### config.mk
export PLATFORM = sky130hd
export DESIGN_NAME = fsrp_status_reg
export DESIGN_NICKNAME = d
export VERILOG_FILES = /design/src/rtl/fsrp_pkg.sv /design/src/rtl/fsrp_reg_if.sv /design/src/rtl/fsrp_axil_slave.sv /design/src/rtl/fsrp_status_reg.sv
export VERILOG_INCLUDE_DIRS = /design/src /design/src/rtl
export SDC_FILE = /design/constraint.sdc
export NUM_CORES = 1
export LEC_CHECK = 0
export ABC_AREA = 0
export BUFFER_PORTS_ARGS = -buffer_cell sky130_fd_sc_hd__buf_2
export CELL_PAD_IN_SITES_DETAIL_PLACEMENT = 1
export CELL_PAD_IN_SITES_GLOBAL_PLACEMENT = 1
export CORE_MARGIN = 10
export CORE_UTILIZATION = 30
export DETAILED_ROUTE_END_ITERATION = 8
export GPL_TIMING_DRIVEN = 0
export PLACE_DENSITY_LB_ADDON = 0.1
export SLEW_MARGIN = 10
export SYNTH_ARGS = -nofsm -noshare
export SYNTH_HDL_FRONTEND = slang
export SYNTH_HIERARCHICAL = 1
export SYNTH_SLANG_ARGS = --single-unit
### constraint.sdc
create_clock -name aclk -period 10.45 [get_ports aclk]
set_clock_uncertainty 0.2 [all_clocks]
set_input_delay 1.045 -clock aclk [delete_from_list [all_inputs] [get_ports aclk]]
set_output_delay 1.045 -clock aclk [all_outputs]
set_load 0.02 [all_outputs]
### src/rtl/fsrp_consts.svh
// Register offsets, field positions, reset values and timing counts
`ifndef FSRP_CONSTS_SVH
`define FSRP_CONSTS_SVH

`define FSRP_ADDR_W          8
`define FSRP_DATA_W          32
`define FSRP_OFS_STATUS      8'h00
`define FSRP_OFS_CONFIG      8'h04
`define FSRP_OFS_COMMAND     8'h08
`define FSRP_OFS_RESULT      8'h0C
`define FSRP_RESP_OKAY       2'h0
`define FSRP_RESP_SLVERR     2'h2

`define FSRP_SR_LOCK_BIT     7
`define FSRP_SR_PERR_BIT     6
`define FSRP_SR_EERR_BIT     5
`define FSRP_SR_BP_HI        4
`define FSRP_SR_BP_LO        2
`define FSRP_SR_WEL_BIT      1
`define FSRP_SR_BUSY_BIT     0
`define FSRP_CR_TBPROT_BIT   5
`define FSRP_CR_BPNV_BIT     3

`define FSRP_CMD_CODE_HI     2
`define FSRP_CMD_SR_HI       15
`define FSRP_CMD_SR_LO       8
`define FSRP_CMD_CR_HI       23
`define FSRP_CMD_CR_LO       16
`define FSRP_CMD_SEC_HI      31
`define FSRP_CMD_SEC_LO      24

`define FSRP_BP_NV_RESET     3'h0
`define FSRP_BP_VOL_RESET    3'h7
`define FSRP_BP_ALL          3'h7
`define FSRP_SECTORS         9'h100

`define FSRP_CLK_NS          25
`define FSRP_WRR_BUSY_NS     200
`define FSRP_WRR_CYCLES      4'((`FSRP_WRR_BUSY_NS + `FSRP_CLK_NS - 1) / `FSRP_CLK_NS)

`endif

### src/rtl/fsrp_pkg.sv
// Types shared by the status register block and its bus slave
`include "fsrp_consts.svh"
package fsrp_pkg;

  typedef logic [`FSRP_ADDR_W-1:0] fsrp_addr_t;
  typedef logic [`FSRP_DATA_W-1:0] fsrp_data_t;

  typedef enum logic [2:0] {
    FSRP_CMD_NOP   = 3'b000,
    FSRP_CMD_WRITE_ENABLE_COMMAND  = 3'b001,
    FSRP_CMD_WRITE_DISABLE_COMMAND  = 3'b010,
    FSRP_CMD_WRR   = 3'b011,
    FSRP_CMD_PROG  = 3'b100,
    FSRP_CMD_ERASE = 3'b101
  } fsrp_cmd_e;

  typedef enum logic [1:0] {
    FSRP_BUSY_IDLE = 2'b00,
    FSRP_BUSY_WRR  = 2'b01,
    FSRP_BUSY_PROG = 2'b10,
    FSRP_BUSY_ERAS = 2'b11
  } fsrp_busy_e;

  typedef struct packed {
    logic       aw_have;
    logic       w_have;
    fsrp_addr_t awaddr;
    fsrp_data_t wdata;
    logic [3:0] wstrb;
    logic       awready;
    logic       wready;
    logic       bvalid;
    logic [1:0] bresp;
    logic       arready;
    logic       rvalid;
    fsrp_data_t rdata;
    logic [1:0] rresp;
    logic       wr_en;
  } fsrp_slv_s;

  typedef struct packed {
    logic       wp_meta;
    logic       wp_sync;
    logic       lock;
    logic [2:0] bp_nv;
    logic [2:0] bp_vol;
    logic       cfg_bpnv;
    logic       cfg_tbprot;
    logic       perr;
    logic       eerr;
    logic       write_enable_latch;
    fsrp_busy_e busy;
    logic [3:0] timer;
    logic       op_start;
    logic       op_erase;
    logic [7:0] op_sector;
    logic       refused;
    logic       accepted;
  } fsrp_core_s;

endpackage

### src/rtl/fsrp_reg_if.sv
// Register access carrier between the bus slave and the status register core
`timescale 1ns/1ps
interface fsrp_reg_if;
  import fsrp_pkg::*;
  logic       wr_en;
  fsrp_addr_t wr_addr;
  fsrp_data_t wr_data;
  logic [3:0] wr_strb;
  fsrp_addr_t rd_addr;
  fsrp_data_t rd_data;

  modport slave (output wr_en, wr_addr, wr_data, wr_strb, rd_addr, input rd_data);
  modport core  (input wr_en, wr_addr, wr_data, wr_strb, rd_addr, output rd_data);
endinterface

### src/rtl/fsrp_axil_slave.sv
// AXI4-Lite slave that turns bus transfers into register writes and reads
`timescale 1ns/1ps
`include "fsrp_consts.svh"
module fsrp_axil_slave (
  // Clock, reset, enable
  input  wire logic               aclk,
  input  wire logic               aresetn,
  input  wire logic               ce,
  // Write address and data
  input  wire fsrp_pkg::fsrp_addr_t awaddr,
  input  wire logic               awvalid,
  output logic                    awready,
  input  wire fsrp_pkg::fsrp_data_t wdata,
  input  wire logic [3:0]         wstrb,
  input  wire logic               wvalid,
  output logic                    wready,
  // Write response
  output logic [1:0]              bresp,
  output logic                    bvalid,
  input  wire logic               bready,
  // Read address and data
  input  wire fsrp_pkg::fsrp_addr_t araddr,
  input  wire logic               arvalid,
  output logic                    arready,
  output fsrp_pkg::fsrp_data_t    rdata,
  output logic [1:0]              rresp,
  output logic                    rvalid,
  input  wire logic               rready,
  // Register side
  fsrp_reg_if.slave               regs
);
  import fsrp_pkg::*;

  fsrp_slv_s st_ff;
  fsrp_slv_s nxt_st;

  // Address decode shared by both directions
  function automatic logic is_mapped(input fsrp_addr_t a);
    is_mapped = (a == `FSRP_OFS_STATUS) || (a == `FSRP_OFS_CONFIG) ||
                (a == `FSRP_OFS_COMMAND) || (a == `FSRP_OFS_RESULT);
  endfunction

  // Handshakes: address and data taken in either order, response after both
  always_comb begin
    nxt_st       = st_ff;
    nxt_st.wr_en = 1'b0;
    if (awvalid && st_ff.awready) begin
      nxt_st.aw_have = 1'b1;
      nxt_st.awaddr  = awaddr;
    end
    if (wvalid && st_ff.wready) begin
      nxt_st.w_have = 1'b1;
      nxt_st.wdata  = wdata;
      nxt_st.wstrb  = wstrb;
    end
    if (st_ff.bvalid && bready) begin
      nxt_st.bvalid = 1'b0;
    end
    if (nxt_st.aw_have && nxt_st.w_have && !st_ff.bvalid) begin
      nxt_st.aw_have = 1'b0;
      nxt_st.w_have  = 1'b0;
      nxt_st.bvalid  = 1'b1;
      nxt_st.wr_en   = is_mapped(nxt_st.awaddr);
      nxt_st.bresp   = is_mapped(nxt_st.awaddr) ? `FSRP_RESP_OKAY : `FSRP_RESP_SLVERR;
    end
    nxt_st.awready = !nxt_st.aw_have && !nxt_st.bvalid;
    nxt_st.wready  = !nxt_st.w_have && !nxt_st.bvalid;
    // Read channel: data sampled at the address edge
    if (st_ff.rvalid && rready) begin
      nxt_st.rvalid = 1'b0;
    end
    if (arvalid && st_ff.arready) begin
      nxt_st.rvalid = 1'b1;
      nxt_st.rdata  = is_mapped(araddr) ? regs.rd_data : '0;
      nxt_st.rresp  = is_mapped(araddr) ? `FSRP_RESP_OKAY : `FSRP_RESP_SLVERR;
    end
    nxt_st.arready = !nxt_st.rvalid;
  end

  // State register
  always_ff @(posedge aclk) begin
    if (!aresetn) begin
      st_ff <= '0;
    end else if (ce) begin
      st_ff <= nxt_st;
    end
  end

  assign awready      = st_ff.awready;
  assign wready       = st_ff.wready;
  assign bvalid       = st_ff.bvalid;
  assign bresp        = st_ff.bresp;
  assign arready      = st_ff.arready;
  assign rvalid       = st_ff.rvalid;
  assign rdata        = st_ff.rdata;
  assign rresp        = st_ff.rresp;
  assign regs.wr_en   = st_ff.wr_en;
  assign regs.wr_addr = st_ff.awaddr;
  assign regs.wr_data = st_ff.wdata;
  assign regs.wr_strb = st_ff.wstrb;
  assign regs.rd_addr = araddr;
endmodule

### src/rtl/fsrp_status_reg.sv
// Flash status register one with write lock, block protection and write gating
//
// Summary of operation
// Lock set and protect pin low: drop writes
// Lock clear: register writes never protected
// Block-protect range refuses program and erase
// Latch set: accept write, program, erase
// Latch clear: ignore write, program, erase
// Only enable/disable commands change the latch
// Busy reads one while operation runs
// Busy reads zero when idle
// Protect bits volatile or nonvolatile per config
// Error flags volatile, read-only, reset zero
`timescale 1ns/1ps
`include "fsrp_consts.svh"
module fsrp_status_reg (
  // Clock, reset, enable
  input  wire logic                 aclk,
  input  wire logic                 aresetn,
  input  wire logic                 ce,
  // AXI4-Lite write channels
  input  wire fsrp_pkg::fsrp_addr_t s_axi_awaddr,
  input  wire logic                 s_axi_awvalid,
  output logic                      s_axi_awready,
  input  wire fsrp_pkg::fsrp_data_t s_axi_wdata,
  input  wire logic [3:0]           s_axi_wstrb,
  input  wire logic                 s_axi_wvalid,
  output logic                      s_axi_wready,
  output logic [1:0]                s_axi_bresp,
  output logic                      s_axi_bvalid,
  input  wire logic                 s_axi_bready,
  // AXI4-Lite read channels
  input  wire fsrp_pkg::fsrp_addr_t s_axi_araddr,
  input  wire logic                 s_axi_arvalid,
  output logic                      s_axi_arready,
  output fsrp_pkg::fsrp_data_t      s_axi_rdata,
  output logic [1:0]                s_axi_rresp,
  output logic                      s_axi_rvalid,
  input  wire logic                 s_axi_rready,
  // Write-protect pin
  input  wire logic                 write_protect_n,
  // Array engine
  output logic                      op_start,
  output logic                      op_erase,
  output logic [7:0]                op_sector,
  input  wire logic                 op_done,
  input  wire logic                 op_fail,
  // Status view
  output logic [7:0]                status_register_one
);
  import fsrp_pkg::*;

  fsrp_reg_if regs ();
  fsrp_core_s st_ff;
  fsrp_core_s nxt_st;

  fsrp_cmd_e  cmd;
  logic [2:0] bp_cur;
  logic [7:0] sr_view;
  logic [7:0] cr_view;
  logic       cmd_hit;

  // Bus slave
  fsrp_axil_slave u_slave (
    .aclk    (aclk),
    .aresetn (aresetn),
    .ce      (ce),
    .awaddr  (s_axi_awaddr),
    .awvalid (s_axi_awvalid),
    .awready (s_axi_awready),
    .wdata   (s_axi_wdata),
    .wstrb   (s_axi_wstrb),
    .wvalid  (s_axi_wvalid),
    .wready  (s_axi_wready),
    .bresp   (s_axi_bresp),
    .bvalid  (s_axi_bvalid),
    .bready  (s_axi_bready),
    .araddr  (s_axi_araddr),
    .arvalid (s_axi_arvalid),
    .arready (s_axi_arready),
    .rdata   (s_axi_rdata),
    .rresp   (s_axi_rresp),
    .rvalid  (s_axi_rvalid),
    .rready  (s_axi_rready),
    .regs    (regs)
  );

  // Sector range test; protected span doubles with each step of the code from 1 up
  function automatic logic in_protected(input logic [2:0] bp, input logic bottom, input logic [7:0] sec);
    logic [8:0] span;
    span = 9'h000;
    if (bp == `FSRP_BP_ALL) begin
      span = `FSRP_SECTORS;
    end else if (bp != 3'h0) begin
      span = 9'h001 << (bp + 3'h1);
    end
    if (bottom) begin
      in_protected = {1'b0, sec} < span;
    end else begin
      in_protected = {1'b0, sec} >= (`FSRP_SECTORS - span);
    end
  endfunction

  // Register views and command decode
  always_comb begin
    bp_cur  = st_ff.cfg_bpnv ? st_ff.bp_vol : st_ff.bp_nv;
    sr_view = '0;
    sr_view[`FSRP_SR_LOCK_BIT]           = st_ff.lock;
    sr_view[`FSRP_SR_PERR_BIT]           = st_ff.perr;
    sr_view[`FSRP_SR_EERR_BIT]           = st_ff.eerr;
    sr_view[`FSRP_SR_BP_HI:`FSRP_SR_BP_LO] = bp_cur;
    sr_view[`FSRP_SR_WEL_BIT]            = st_ff.write_enable_latch;
    sr_view[`FSRP_SR_BUSY_BIT]           = (st_ff.busy != FSRP_BUSY_IDLE);
    cr_view = '0;
    cr_view[`FSRP_CR_TBPROT_BIT] = st_ff.cfg_tbprot;
    cr_view[`FSRP_CR_BPNV_BIT]   = st_ff.cfg_bpnv;
    cmd     = fsrp_cmd_e'(regs.wr_data[`FSRP_CMD_CODE_HI:0]);
    cmd_hit = regs.wr_en && (regs.wr_addr == `FSRP_OFS_COMMAND) && regs.wr_strb[0];
  end

  // Read multiplexer for the bus slave
  always_comb begin
    case (regs.rd_addr)
      `FSRP_OFS_STATUS: regs.rd_data = {24'h0000_00, sr_view};
      `FSRP_OFS_CONFIG: regs.rd_data = {24'h0000_00, cr_view};
      `FSRP_OFS_RESULT: regs.rd_data = {30'h0000_0000, st_ff.accepted, st_ff.refused};
      default:          regs.rd_data = 32'h0000_0000;
    endcase
  end

  // Next state: pin sync, busy tracking and command execution
  always_comb begin
    nxt_st          = st_ff;
    nxt_st.op_start = 1'b0;
    nxt_st.wp_meta  = write_protect_n;
    nxt_st.wp_sync  = st_ff.wp_meta;
    case (st_ff.busy)
      FSRP_BUSY_WRR: begin
        nxt_st.timer = st_ff.timer - 4'h1;
        if (st_ff.timer == 4'h1) begin
          nxt_st.busy = FSRP_BUSY_IDLE;
        end
      end
      FSRP_BUSY_PROG: begin
        if (op_done) begin
          nxt_st.busy = FSRP_BUSY_IDLE;
          nxt_st.perr = op_fail;
        end
      end
      FSRP_BUSY_ERAS: begin
        if (op_done) begin
          nxt_st.busy = FSRP_BUSY_IDLE;
          nxt_st.eerr = op_fail;
        end
      end
      default: begin
        nxt_st.timer = 4'h0;
      end
    endcase
    if (cmd_hit) begin
      nxt_st.refused  = 1'b0;
      nxt_st.accepted = 1'b0;
      if (st_ff.busy != FSRP_BUSY_IDLE) begin
        nxt_st.refused = 1'b1;
      end else begin
        case (cmd)
          FSRP_CMD_WRITE_ENABLE_COMMAND: begin
            nxt_st.write_enable_latch      = 1'b1;
            nxt_st.accepted = 1'b1;
          end
          FSRP_CMD_WRITE_DISABLE_COMMAND: begin
            nxt_st.write_enable_latch      = 1'b0;
            nxt_st.accepted = 1'b1;
          end
          FSRP_CMD_WRR: begin
            if (!st_ff.write_enable_latch) begin
              nxt_st.refused = 1'b1;
            end else if (st_ff.lock && !st_ff.wp_sync) begin
              nxt_st.refused = 1'b1;
            end else begin
              // Latch untouched here; lock only matters with pin low
              nxt_st.lock       = regs.wr_data[`FSRP_CMD_SR_LO + `FSRP_SR_LOCK_BIT];
              nxt_st.cfg_bpnv   = regs.wr_data[`FSRP_CMD_CR_LO + `FSRP_CR_BPNV_BIT];
              nxt_st.cfg_tbprot = regs.wr_data[`FSRP_CMD_CR_LO + `FSRP_CR_TBPROT_BIT];
              if (st_ff.cfg_bpnv) begin
                nxt_st.bp_vol = regs.wr_data[`FSRP_CMD_SR_LO + `FSRP_SR_BP_HI:`FSRP_CMD_SR_LO + `FSRP_SR_BP_LO];
              end else begin
                nxt_st.bp_nv  = regs.wr_data[`FSRP_CMD_SR_LO + `FSRP_SR_BP_HI:`FSRP_CMD_SR_LO + `FSRP_SR_BP_LO];
              end
              nxt_st.busy     = FSRP_BUSY_WRR;
              nxt_st.timer    = `FSRP_WRR_CYCLES;
              nxt_st.accepted = 1'b1;
            end
          end
          FSRP_CMD_PROG, FSRP_CMD_ERASE: begin
            if (!st_ff.write_enable_latch) begin
              nxt_st.refused = 1'b1;
            end else if (in_protected(bp_cur, st_ff.cfg_tbprot,
                                      regs.wr_data[`FSRP_CMD_SEC_HI:`FSRP_CMD_SEC_LO])) begin
              nxt_st.refused = 1'b1;
            end else begin
              nxt_st.op_start  = 1'b1;
              nxt_st.op_erase  = (cmd == FSRP_CMD_ERASE);
              nxt_st.op_sector = regs.wr_data[`FSRP_CMD_SEC_HI:`FSRP_CMD_SEC_LO];
              nxt_st.busy      = (cmd == FSRP_CMD_ERASE) ? FSRP_BUSY_ERAS : FSRP_BUSY_PROG;
              nxt_st.accepted  = 1'b1;
              if (cmd == FSRP_CMD_ERASE) begin
                nxt_st.eerr = 1'b0;
              end else begin
                nxt_st.perr = 1'b0;
              end
            end
          end
          default: begin
            nxt_st.refused = 1'b1;
          end
        endcase
      end
    end
  end

  // State register with synchronous reset
  always_ff @(posedge aclk) begin
    if (!aresetn) begin
      st_ff            <= '0;
      st_ff.bp_nv      <= `FSRP_BP_NV_RESET;
      st_ff.bp_vol     <= `FSRP_BP_VOL_RESET;
      st_ff.wp_meta    <= 1'b1;
      st_ff.wp_sync    <= 1'b1;
    end else if (ce) begin
      st_ff <= nxt_st;
    end
  end

  // Outputs straight from state
  assign op_start            = st_ff.op_start;
  assign op_erase            = st_ff.op_erase;
  assign op_sector           = st_ff.op_sector;
  assign status_register_one = sr_view;
endmodule

Yosys cells after proc, flatten, opt, wreduce, memory -nomap -nowiden
Index checks and enable logic that the tools add are counted.
{"block": "totals", "register_bits": 117, "latch_bits": 0, "mem_bits_rw": 0, "romBits": 0, "in_bits": 63, "out_inout_bits": 59, "word_cells": 162, "n_memories": 0}
{"block": "op_classes", "n_addsub": 3, "n_mul": 0, "div": 0, "n_lt_le_gt_ge": 2, "n_eq_ne": 17, "shift": 1, "n_mux": 63, "bitwise_logic": 4, "n_reduce_logical": 41}
{"op": "9-bit 2-to-1 mux", "n": 6}
{"op": "8-bit by 4-bit equality test with 1-bit output, second input constant", "n": 5}
{"op": "35-bit 2-to-1 mux", "n": 1}
{"op": "10-bit 2-to-1 mux", "n": 3}
{"op": "1-bit 2-to-1 mux", "n": 27}
{"op": "8-bit case mux with 3 select lines", "n": 1}
{"op": "21-bit 2-to-1 mux", "n": 1}
{"op": "2-bit 2-to-1 mux", "n": 10}
{"op": "19-bit 2-to-1 mux", "n": 1}
{"op": "8-bit by 3-bit equality test with 1-bit output, second input constant", "n": 2}
{"op": "8-bit zero test", "n": 2}
{"op": "8-bit 2-to-1 mux", "n": 2}
{"op": "7-bit AND reduction", "n": 2}
{"op": "1-bit logical AND", "n": 12}
{"op": "6-bit 2-to-1 mux", "n": 2}
{"op": "6-bit AND reduction", "n": 2}
{"op": "3-bit equality test, second input constant", "n": 3}
{"op": "8-bit by 9-bit >= comparator with 1-bit output", "n": 1}
{"op": "8-bit by 9-bit < comparator with 1-bit output", "n": 1}
{"op": "1-bit by 3-bit << shifter with 9-bit output, first input constant", "n": 1}
{"op": "9-bit subtractor, first input constant", "n": 1}
{"op": "2-bit case mux with 2 select lines", "n": 2}
{"op": "4-bit case mux with 2 select lines", "n": 1}
{"op": "2-bit AND reduction", "n": 4}
{"op": "18 further kinds", "n": 38}

Longest topological paths before layout
{"block": "logic_depth", "ltp_word": 21, "depth_mapped": 20, "mapped_depth_nobuf": 16}

Hierarchy
Netlist, hierarchy kept.
{"module": "fsrp_axil_slave", "instances": 1, "cells_per_inst": 476, "area_each_um2": 3990.1, "seq_area_each_um2": 1721.7}
{"module": "fsrp_status_reg", "instances": 1, "cells_per_inst": 320, "area_each_um2": 2483.6, "seq_area_each_um2": 640.6}

Least setup slack after synthesis
Ideal clock, no wire load.
{"block": "synth_timing", "kind": "register -> register", "startpoint": "register st_ff (netlist bit cr_view[3])", "endpoint": "register st_ff (netlist bit op_erase)", "setup_time_ps": 132, "t_arrival_ps": 3546, "required_ps": 10118, "slack_ps": 6572, "stages_incl_launch_ff": 20, "path_buffers": 3, "period_less_slack_ps": 3878, "cell_sequence": "dfxtp_1 -> buf_6 -> mux2i_4 -> inv_1 -> ha_1 -> clkbuf_1 -> or2_2 -> ha_1 -> inv_1 -> o21ai_0 -> a31oi_1 -> o22ai_1 -> ha_1 -> a211oi_1 -> nand2_1 -> a211o_1 -> o211a_1 -> buf_6 -> o31ai_1 -> a21oi_1"}
{"block": "synth_between", "elab_chain_len": 18, "word_cells_on_any_way": 21, "cone_classes": "add/sub (2); order compare (2); eq/ne (1); shift (1); mux (12); bitwise (1); reduce/logical (2)"}
{"element": "from (decl)", "line_no": "fsrp_status_reg.sv:54", "text": "fsrp_core_s st_ff;"}
{"element": "from (signal assigned)", "line_no": "fsrp_status_reg.sv:231", "text": "st_ff <= nxt_st;"}
{"element": "3-bit 2-to-1 mux (*)", "line_no": "fsrp_status_reg.sv:106", "text": "bp_cur = st_ff.cfg_bpnv ? st_ff.bp_vol : st_ff.bp_nv;"}
{"element": "3-bit by 1-bit adder with 3-bit output", "line_no": "fsrp_status_reg.sv:95", "text": "span = 9'h001 << (bp + 3'h1);"}
{"element": "1-bit by 3-bit << shifter with 9-bit output", "line_no": "fsrp_status_reg.sv:95"}
{"element": "9-bit 2-to-1 mux", "line_no": "fsrp_status_reg.sv:94", "text": "end else if (bp != 3'h0) begin"}
{"element": "9-bit 2-to-1 mux (*)", "line_no": "fsrp_status_reg.sv:92", "text": "if (bp == `FSRP_BP_ALL) begin"}
{"element": "9-bit 2-to-1 mux (*)", "line_no": "fsrp_status_reg.sv:196", "text": "if (!st_ff.write_enable_latch) begin"}
{"element": "9-bit 2-to-1 mux (*)", "line_no": "fsrp_status_reg.sv:166", "text": "case (cmd)"}
{"element": "9-bit 2-to-1 mux (*)", "line_no": "fsrp_status_reg.sv:163", "text": "if (st_ff.busy != FSRP_BUSY_IDLE) begin"}
{"element": "[... 2 more ...]"}
{"element": "8-bit by 9-bit >= comparator with 1-bit output", "line_no": "fsrp_status_reg.sv:100", "text": "in_protected = {1'b0, sec} >= (`FSRP_SECTORS - span);"}
{"element": "1-bit 2-to-1 mux (*)", "line_no": "fsrp_status_reg.sv:97", "text": "if (bottom) begin"}
{"element": "1-bit 2-to-1 mux (*)", "line_no": "fsrp_status_reg.sv:196"}
{"element": "1-bit 2-to-1 mux (*)", "line_no": "fsrp_status_reg.sv:166"}
{"element": "1-bit 2-to-1 mux (*)", "line_no": "fsrp_status_reg.sv:163"}
{"element": "1-bit 2-to-1 mux (*)", "line_no": "fsrp_status_reg.sv:160", "text": "if (cmd_hit) begin"}
{"element": "1-bit NOT (no source line) (*)"}
{"element": "6-bit AND reduction (no source line) (*)"}
Every way passes the cells marked *; elsewhere a longest branch is shown, timed or not. The select of a mux whose other input is x is not followed.
A chain may end at the register's enable or synchronous reset.

Worst setup path after layout
{"block": "layout_timing", "startpoint": "register st_ff (netlist bit cr_view[3])", "endpoint": "register st_ff (netlist bit status_register_one[5])"}
{"block": "layout_between", "elab_chain_len": 21, "word_cells_on_any_way": 24, "cone_classes": "add/sub (2); order compare (2); eq/ne (1); shift (1); mux (17); reduce/logical (1)"}
{"element": "3-bit 2-to-1 mux (*)", "line_no": "fsrp_status_reg.sv:106"}
{"element": "3-bit by 1-bit adder with 3-bit output", "line_no": "fsrp_status_reg.sv:95"}
{"element": "1-bit by 3-bit << shifter with 9-bit output", "line_no": "fsrp_status_reg.sv:95"}
{"element": "9-bit 2-to-1 mux", "line_no": "fsrp_status_reg.sv:94"}
{"element": "9-bit 2-to-1 mux (*)", "line_no": "fsrp_status_reg.sv:92"}
{"element": "9-bit 2-to-1 mux (*)", "line_no": "fsrp_status_reg.sv:196"}
{"element": "9-bit 2-to-1 mux (*)", "line_no": "fsrp_status_reg.sv:166"}
{"element": "9-bit 2-to-1 mux (*)", "line_no": "fsrp_status_reg.sv:163"}
{"element": "[... 5 more ...]"}
{"element": "1-bit 2-to-1 mux (*)", "line_no": "fsrp_status_reg.sv:166"}
{"element": "1-bit 2-to-1 mux (*)", "line_no": "fsrp_status_reg.sv:163"}
{"element": "1-bit 2-to-1 mux (*)", "line_no": "fsrp_status_reg.sv:160"}
{"element": "2-bit 2-to-1 mux (*)", "line_no": "fsrp_status_reg.sv:198", "text": "end else if (in_protected(bp_cur, st_ff.cfg_tbprot,"}
{"element": "2-bit 2-to-1 mux (*)", "line_no": "fsrp_status_reg.sv:196"}
{"element": "2-bit 2-to-1 mux (*)", "line_no": "fsrp_status_reg.sv:166"}
{"element": "19-bit 2-to-1 mux (*)", "line_no": "fsrp_status_reg.sv:163"}
{"element": "21-bit 2-to-1 mux (*)", "line_no": "fsrp_status_reg.sv:160"}
Marked as above.

==> results.toml <==
[grt]
grt_max_degree = 15
via_count_of_the_first_global_routing_pass = 5510
overflow = 0
globalRouteTotalUtil_pct = 14.2
antenna_found_initial = 0
first_pass_grt_wire_length_um = 28200

[detailed_routing]
final_routed_wirelength_across_all_metal_layers_um = 17600
avgViaCountPerCell = 4.79
dr.first_iter.drc_count = 163
route.detailed.drc = 0
dr.pass1.iters = 4
dr_total_vias = 5164
ant_nets = 0
post_detailed_route_wirelength_per_cell_um = 16.3

[cts]
htree_levels = 3
cts_setup_buffers = 0
cts.sink_count = 100
clockBufferDepth = 2
clk_transition_reported_paths_ns = 0.07
cts_root_buf = "sky130_fd_sc_hd__clkbuf_16"
cts_hold_buf = 0
clock_tree_from_tritoncts = "built"
post_cts_resize_count = 0
numCtsBuffers = 9
worstSkewPairLatency_ns = 0.35

[setup_path]
cp_data_required_time_ns = 10.47
slowest_stage = "sky130_fd_sc_hd__mux2i_4"
slowest_delay_ns = 0.36
crit_type = "reg -> reg"
cp.buffers_inverters = 5
cell_type_group_with_the_largest_total_delay_on_the_critical_path = "compound AO/OA/AOI/OAI gates"
critPathMostFrequentCell = "sky130_fd_sc_hd__ha_1"
crit_chain = "buf_6, mux2i_4, inv_1, ha_1, clkbuf_1, or2_2, ha_1, inv_1, o21ai_0, a31oi_1, o22ai_1, ha_1, a211oi_1, nand2_1, a211o_1, o211ai_2, buf_6, nand4_1, o2bb2ai_1"
critPathCaptureType = "flip-flop"
critPathArrivalTime_ns = 4.51
critical_path_peak_fanout = 10
sort_of_element_at_the_start_of_the_critical_path = "flip-flop"

[yosys]
postSynthCellCount = 706
synth_area_per_cell_um2 = 8.08
syn-cell-area_mm2 = 0.00571
ys.warnings.count = 6

[run_status]
status = "finished, final reports clean"

[finish]
layout-area-overhead-vs-synth_pct = 20.3
antenna_cells = 0
layoutNonFillerInstCount = 1078
layout-drive-gt1-share_pct = 25.9
finalCoreUtilization_pct = 36.7
num-nets-final = 922

[sta]
grt_setup_unrepaired = "no"
timing.final.max_slew_violations = 0
timing.final.crit_share_pct = 43.0
worst-slew-pin-transition_ns = 0.535
final_hold_violations = 0
max_freq_mhz = 223
finalSetupTns_ns = 0
shortest_clock_period_the_worst_path_allows_after_layout_ns = 4.49
report.final.setup_viol = 0
fin_ws_ns = 5.96
relSlewSlack_pct = 64.1

[pwr]
switching_share_pct = 24.3
net-switching-power_uw = 191
logic_gate_share_of_total_power_pct = 9.4
p_int_uw = 595
static-leakage-power_nw = 2.99
power.density_cell_area_mw_per_mm2 = 115
clock_power_share_pct = 41.1
seq_power_share_pct = 49.5
vdd.ir_drop.worst_uv = 72.1

[placed_design]
hpwlAfterDp_um = 14300
routabilityCongestion = 0.812
preCtsSetupSlack_ns = 5.96
port_buf_inserts = 99
place.detailed.instances = 1064

[floorplanning]
dieArea_mm2 = 0.0249
die_width_um = 158
ports_placed_on_the_boundary = 122
core_mm2 = 0.0187
start_util_pct = 30.5
die_height_um = 158
std_cell_rows = 50

[job]
maxCapViolations = 0

[worst_hold_path]
hold_class = "reg -> reg"
==> flip-flops by register name (all words and copies together), names as in the netlist, 2 cells and up <==
signal	count
u_slave/rdata	32
u_slave/regs.wr_data	17
st_ff	15
op_sector	8
u_slave/regs.wr_addr	8
status_register_one	4
cr_view	2
u_slave/st_ff	2
==> worst register-to-register path, delay by kind of cell (launching register included) <==
kind | cells | cell delay [ns]
compound gates | 7 | 1.38
buf+inv | 5 | 0.86
fa+ha+maj | 3 | 0.68
simple gates | 3 | 0.55
mux | 1 | 0.37
flops | 1 | 0.32
==> through the flow <==
step | instance area [um^2] | power [mW] | hold slack (ns)
3_3_place_gp | 6590 | 0.470 | 0.238
6_report | 6870 | 0.787 | 0.253
2_1_floorplan | 5800 | 0.444 | 0.231
5_1_grt | 6870 | 0.823 | 0.277
4_1_cts | 6870 | 0.800 | 0.258
3_5_place_dp | 6590 | 0.473 | 0.248
==> layout make-up <==
cell class                      count  area [um^2]
Fill cell                        2279        11800
Multi-Input combinational cell    487         2900
Sequential cell                   100         2000
Buffer                            128          843
Timing Repair Buffer               99          495
Tap cell                          234          293
Clock buffer                       13          270
Inverter                           16         60.1
Clock inverter                      1         7.51
==> metal layers <==
metal / vias up / share of wire (%) / GRT usage (%)
met5: - / 0 / 0
met1: 2449 / 46 / 17.3
met3: 23 / 4.6 / 3.26
met4: 0 / 2.4 / 5.96
li1: 2588 / - / -
met2: 104 / 47 / 23.6
==> power by group through the flow <==
stage               registers (mW)  logic, mW  clock network, mW
detailed placement           0.399     0.0740                  0
global placement             0.398     0.0715                  0
floorplan                    0.399     0.0452                  0
finish                       0.390     0.0736              0.323
global route                 0.390     0.0822              0.350
CTS                          0.390     0.0743              0.336
==> layout by cell type, fill, tap and decap left out, types with 3 or more instances in the layout <==
| master | n |
|---|---|
| sky130_fd_sc_hd__or2_2 | 3 |
| sky130_fd_sc_hd__nor4b_1 | 3 |
| sky130_fd_sc_hd__o21ai_0 | 13 |
| sky130_fd_sc_hd__buf_2 | 104 |
| sky130_fd_sc_hd__o211a_1 | 3 |
| sky130_fd_sc_hd__nand2_1 | 116 |
| sky130_fd_sc_hd__nand2b_1 | 7 |
| sky130_fd_sc_hd__nand3_1 | 56 |
| sky130_fd_sc_hd__buf_1 | 3 |
| sky130_fd_sc_hd__nand4_1 | 11 |
| sky130_fd_sc_hd__conb_1 | 28 |
| sky130_fd_sc_hd__xor2_1 | 3 |
| sky130_fd_sc_hd__a21boi_0 | 29 |
| sky130_fd_sc_hd__or3_1 | 3 |
| sky130_fd_sc_hd__a21boi_1 | 32 |
| sky130_fd_sc_hd__a21oi_1 | 28 |
| sky130_fd_sc_hd__ha_1 | 18 |
| sky130_fd_sc_hd__o21a_1 | 3 |
| sky130_fd_sc_hd__and2_1 | 5 |
| sky130_fd_sc_hd__buf_6 | 6 |
| sky130_fd_sc_hd__clkbuf_8 | 3 |
| sky130_fd_sc_hd__o31ai_1 | 11 |
| sky130_fd_sc_hd__dfxtp_1 | 100 |
| sky130_fd_sc_hd__mux2i_1 | 11 |
| sky130_fd_sc_hd__and3_1 | 8 |
| sky130_fd_sc_hd__buf_4 | 83 |
| sky130_fd_sc_hd__a221oi_1 | 4 |
| sky130_fd_sc_hd__clkbuf_16 | 9 |
| sky130_fd_sc_hd__or4_1 | 3 |
| sky130_fd_sc_hd__a31oi_1 | 3 |
| sky130_fd_sc_hd__inv_1 | 15 |
| sky130_fd_sc_hd__clkbuf_1 | 32 |
| sky130_fd_sc_hd__nor3b_1 | 4 |
| sky130_fd_sc_hd__nor3_1 | 10 |
| sky130_fd_sc_hd__nor2_1 | 28 |
| sky130_fd_sc_hd__nor2b_1 | 9 |
==> worst paths after layout <==
path,from,to,slack (ns),cells after the start
worst min-delay path,u_slave/rdata[14]$_SDFFE_PN0P_,u_slave/rdata[14]$_SDFFE_PN0P_,0.25,2
worst min register to register,u_slave/rdata[14]$_SDFFE_PN0P_,u_slave/rdata[14]$_SDFFE_PN0P_,0.25,2
worst max-delay path,cr_view[3]$_SDFFE_PN0P_,status_register_one[5]$_SDFFE_PN0P_,5.96,19
worst max register to register,cr_view[3]$_SDFFE_PN0P_,status_register_one[5]$_SDFFE_PN0P_,5.96,19
No activity file was read; power rests on OpenSTA's default activity.
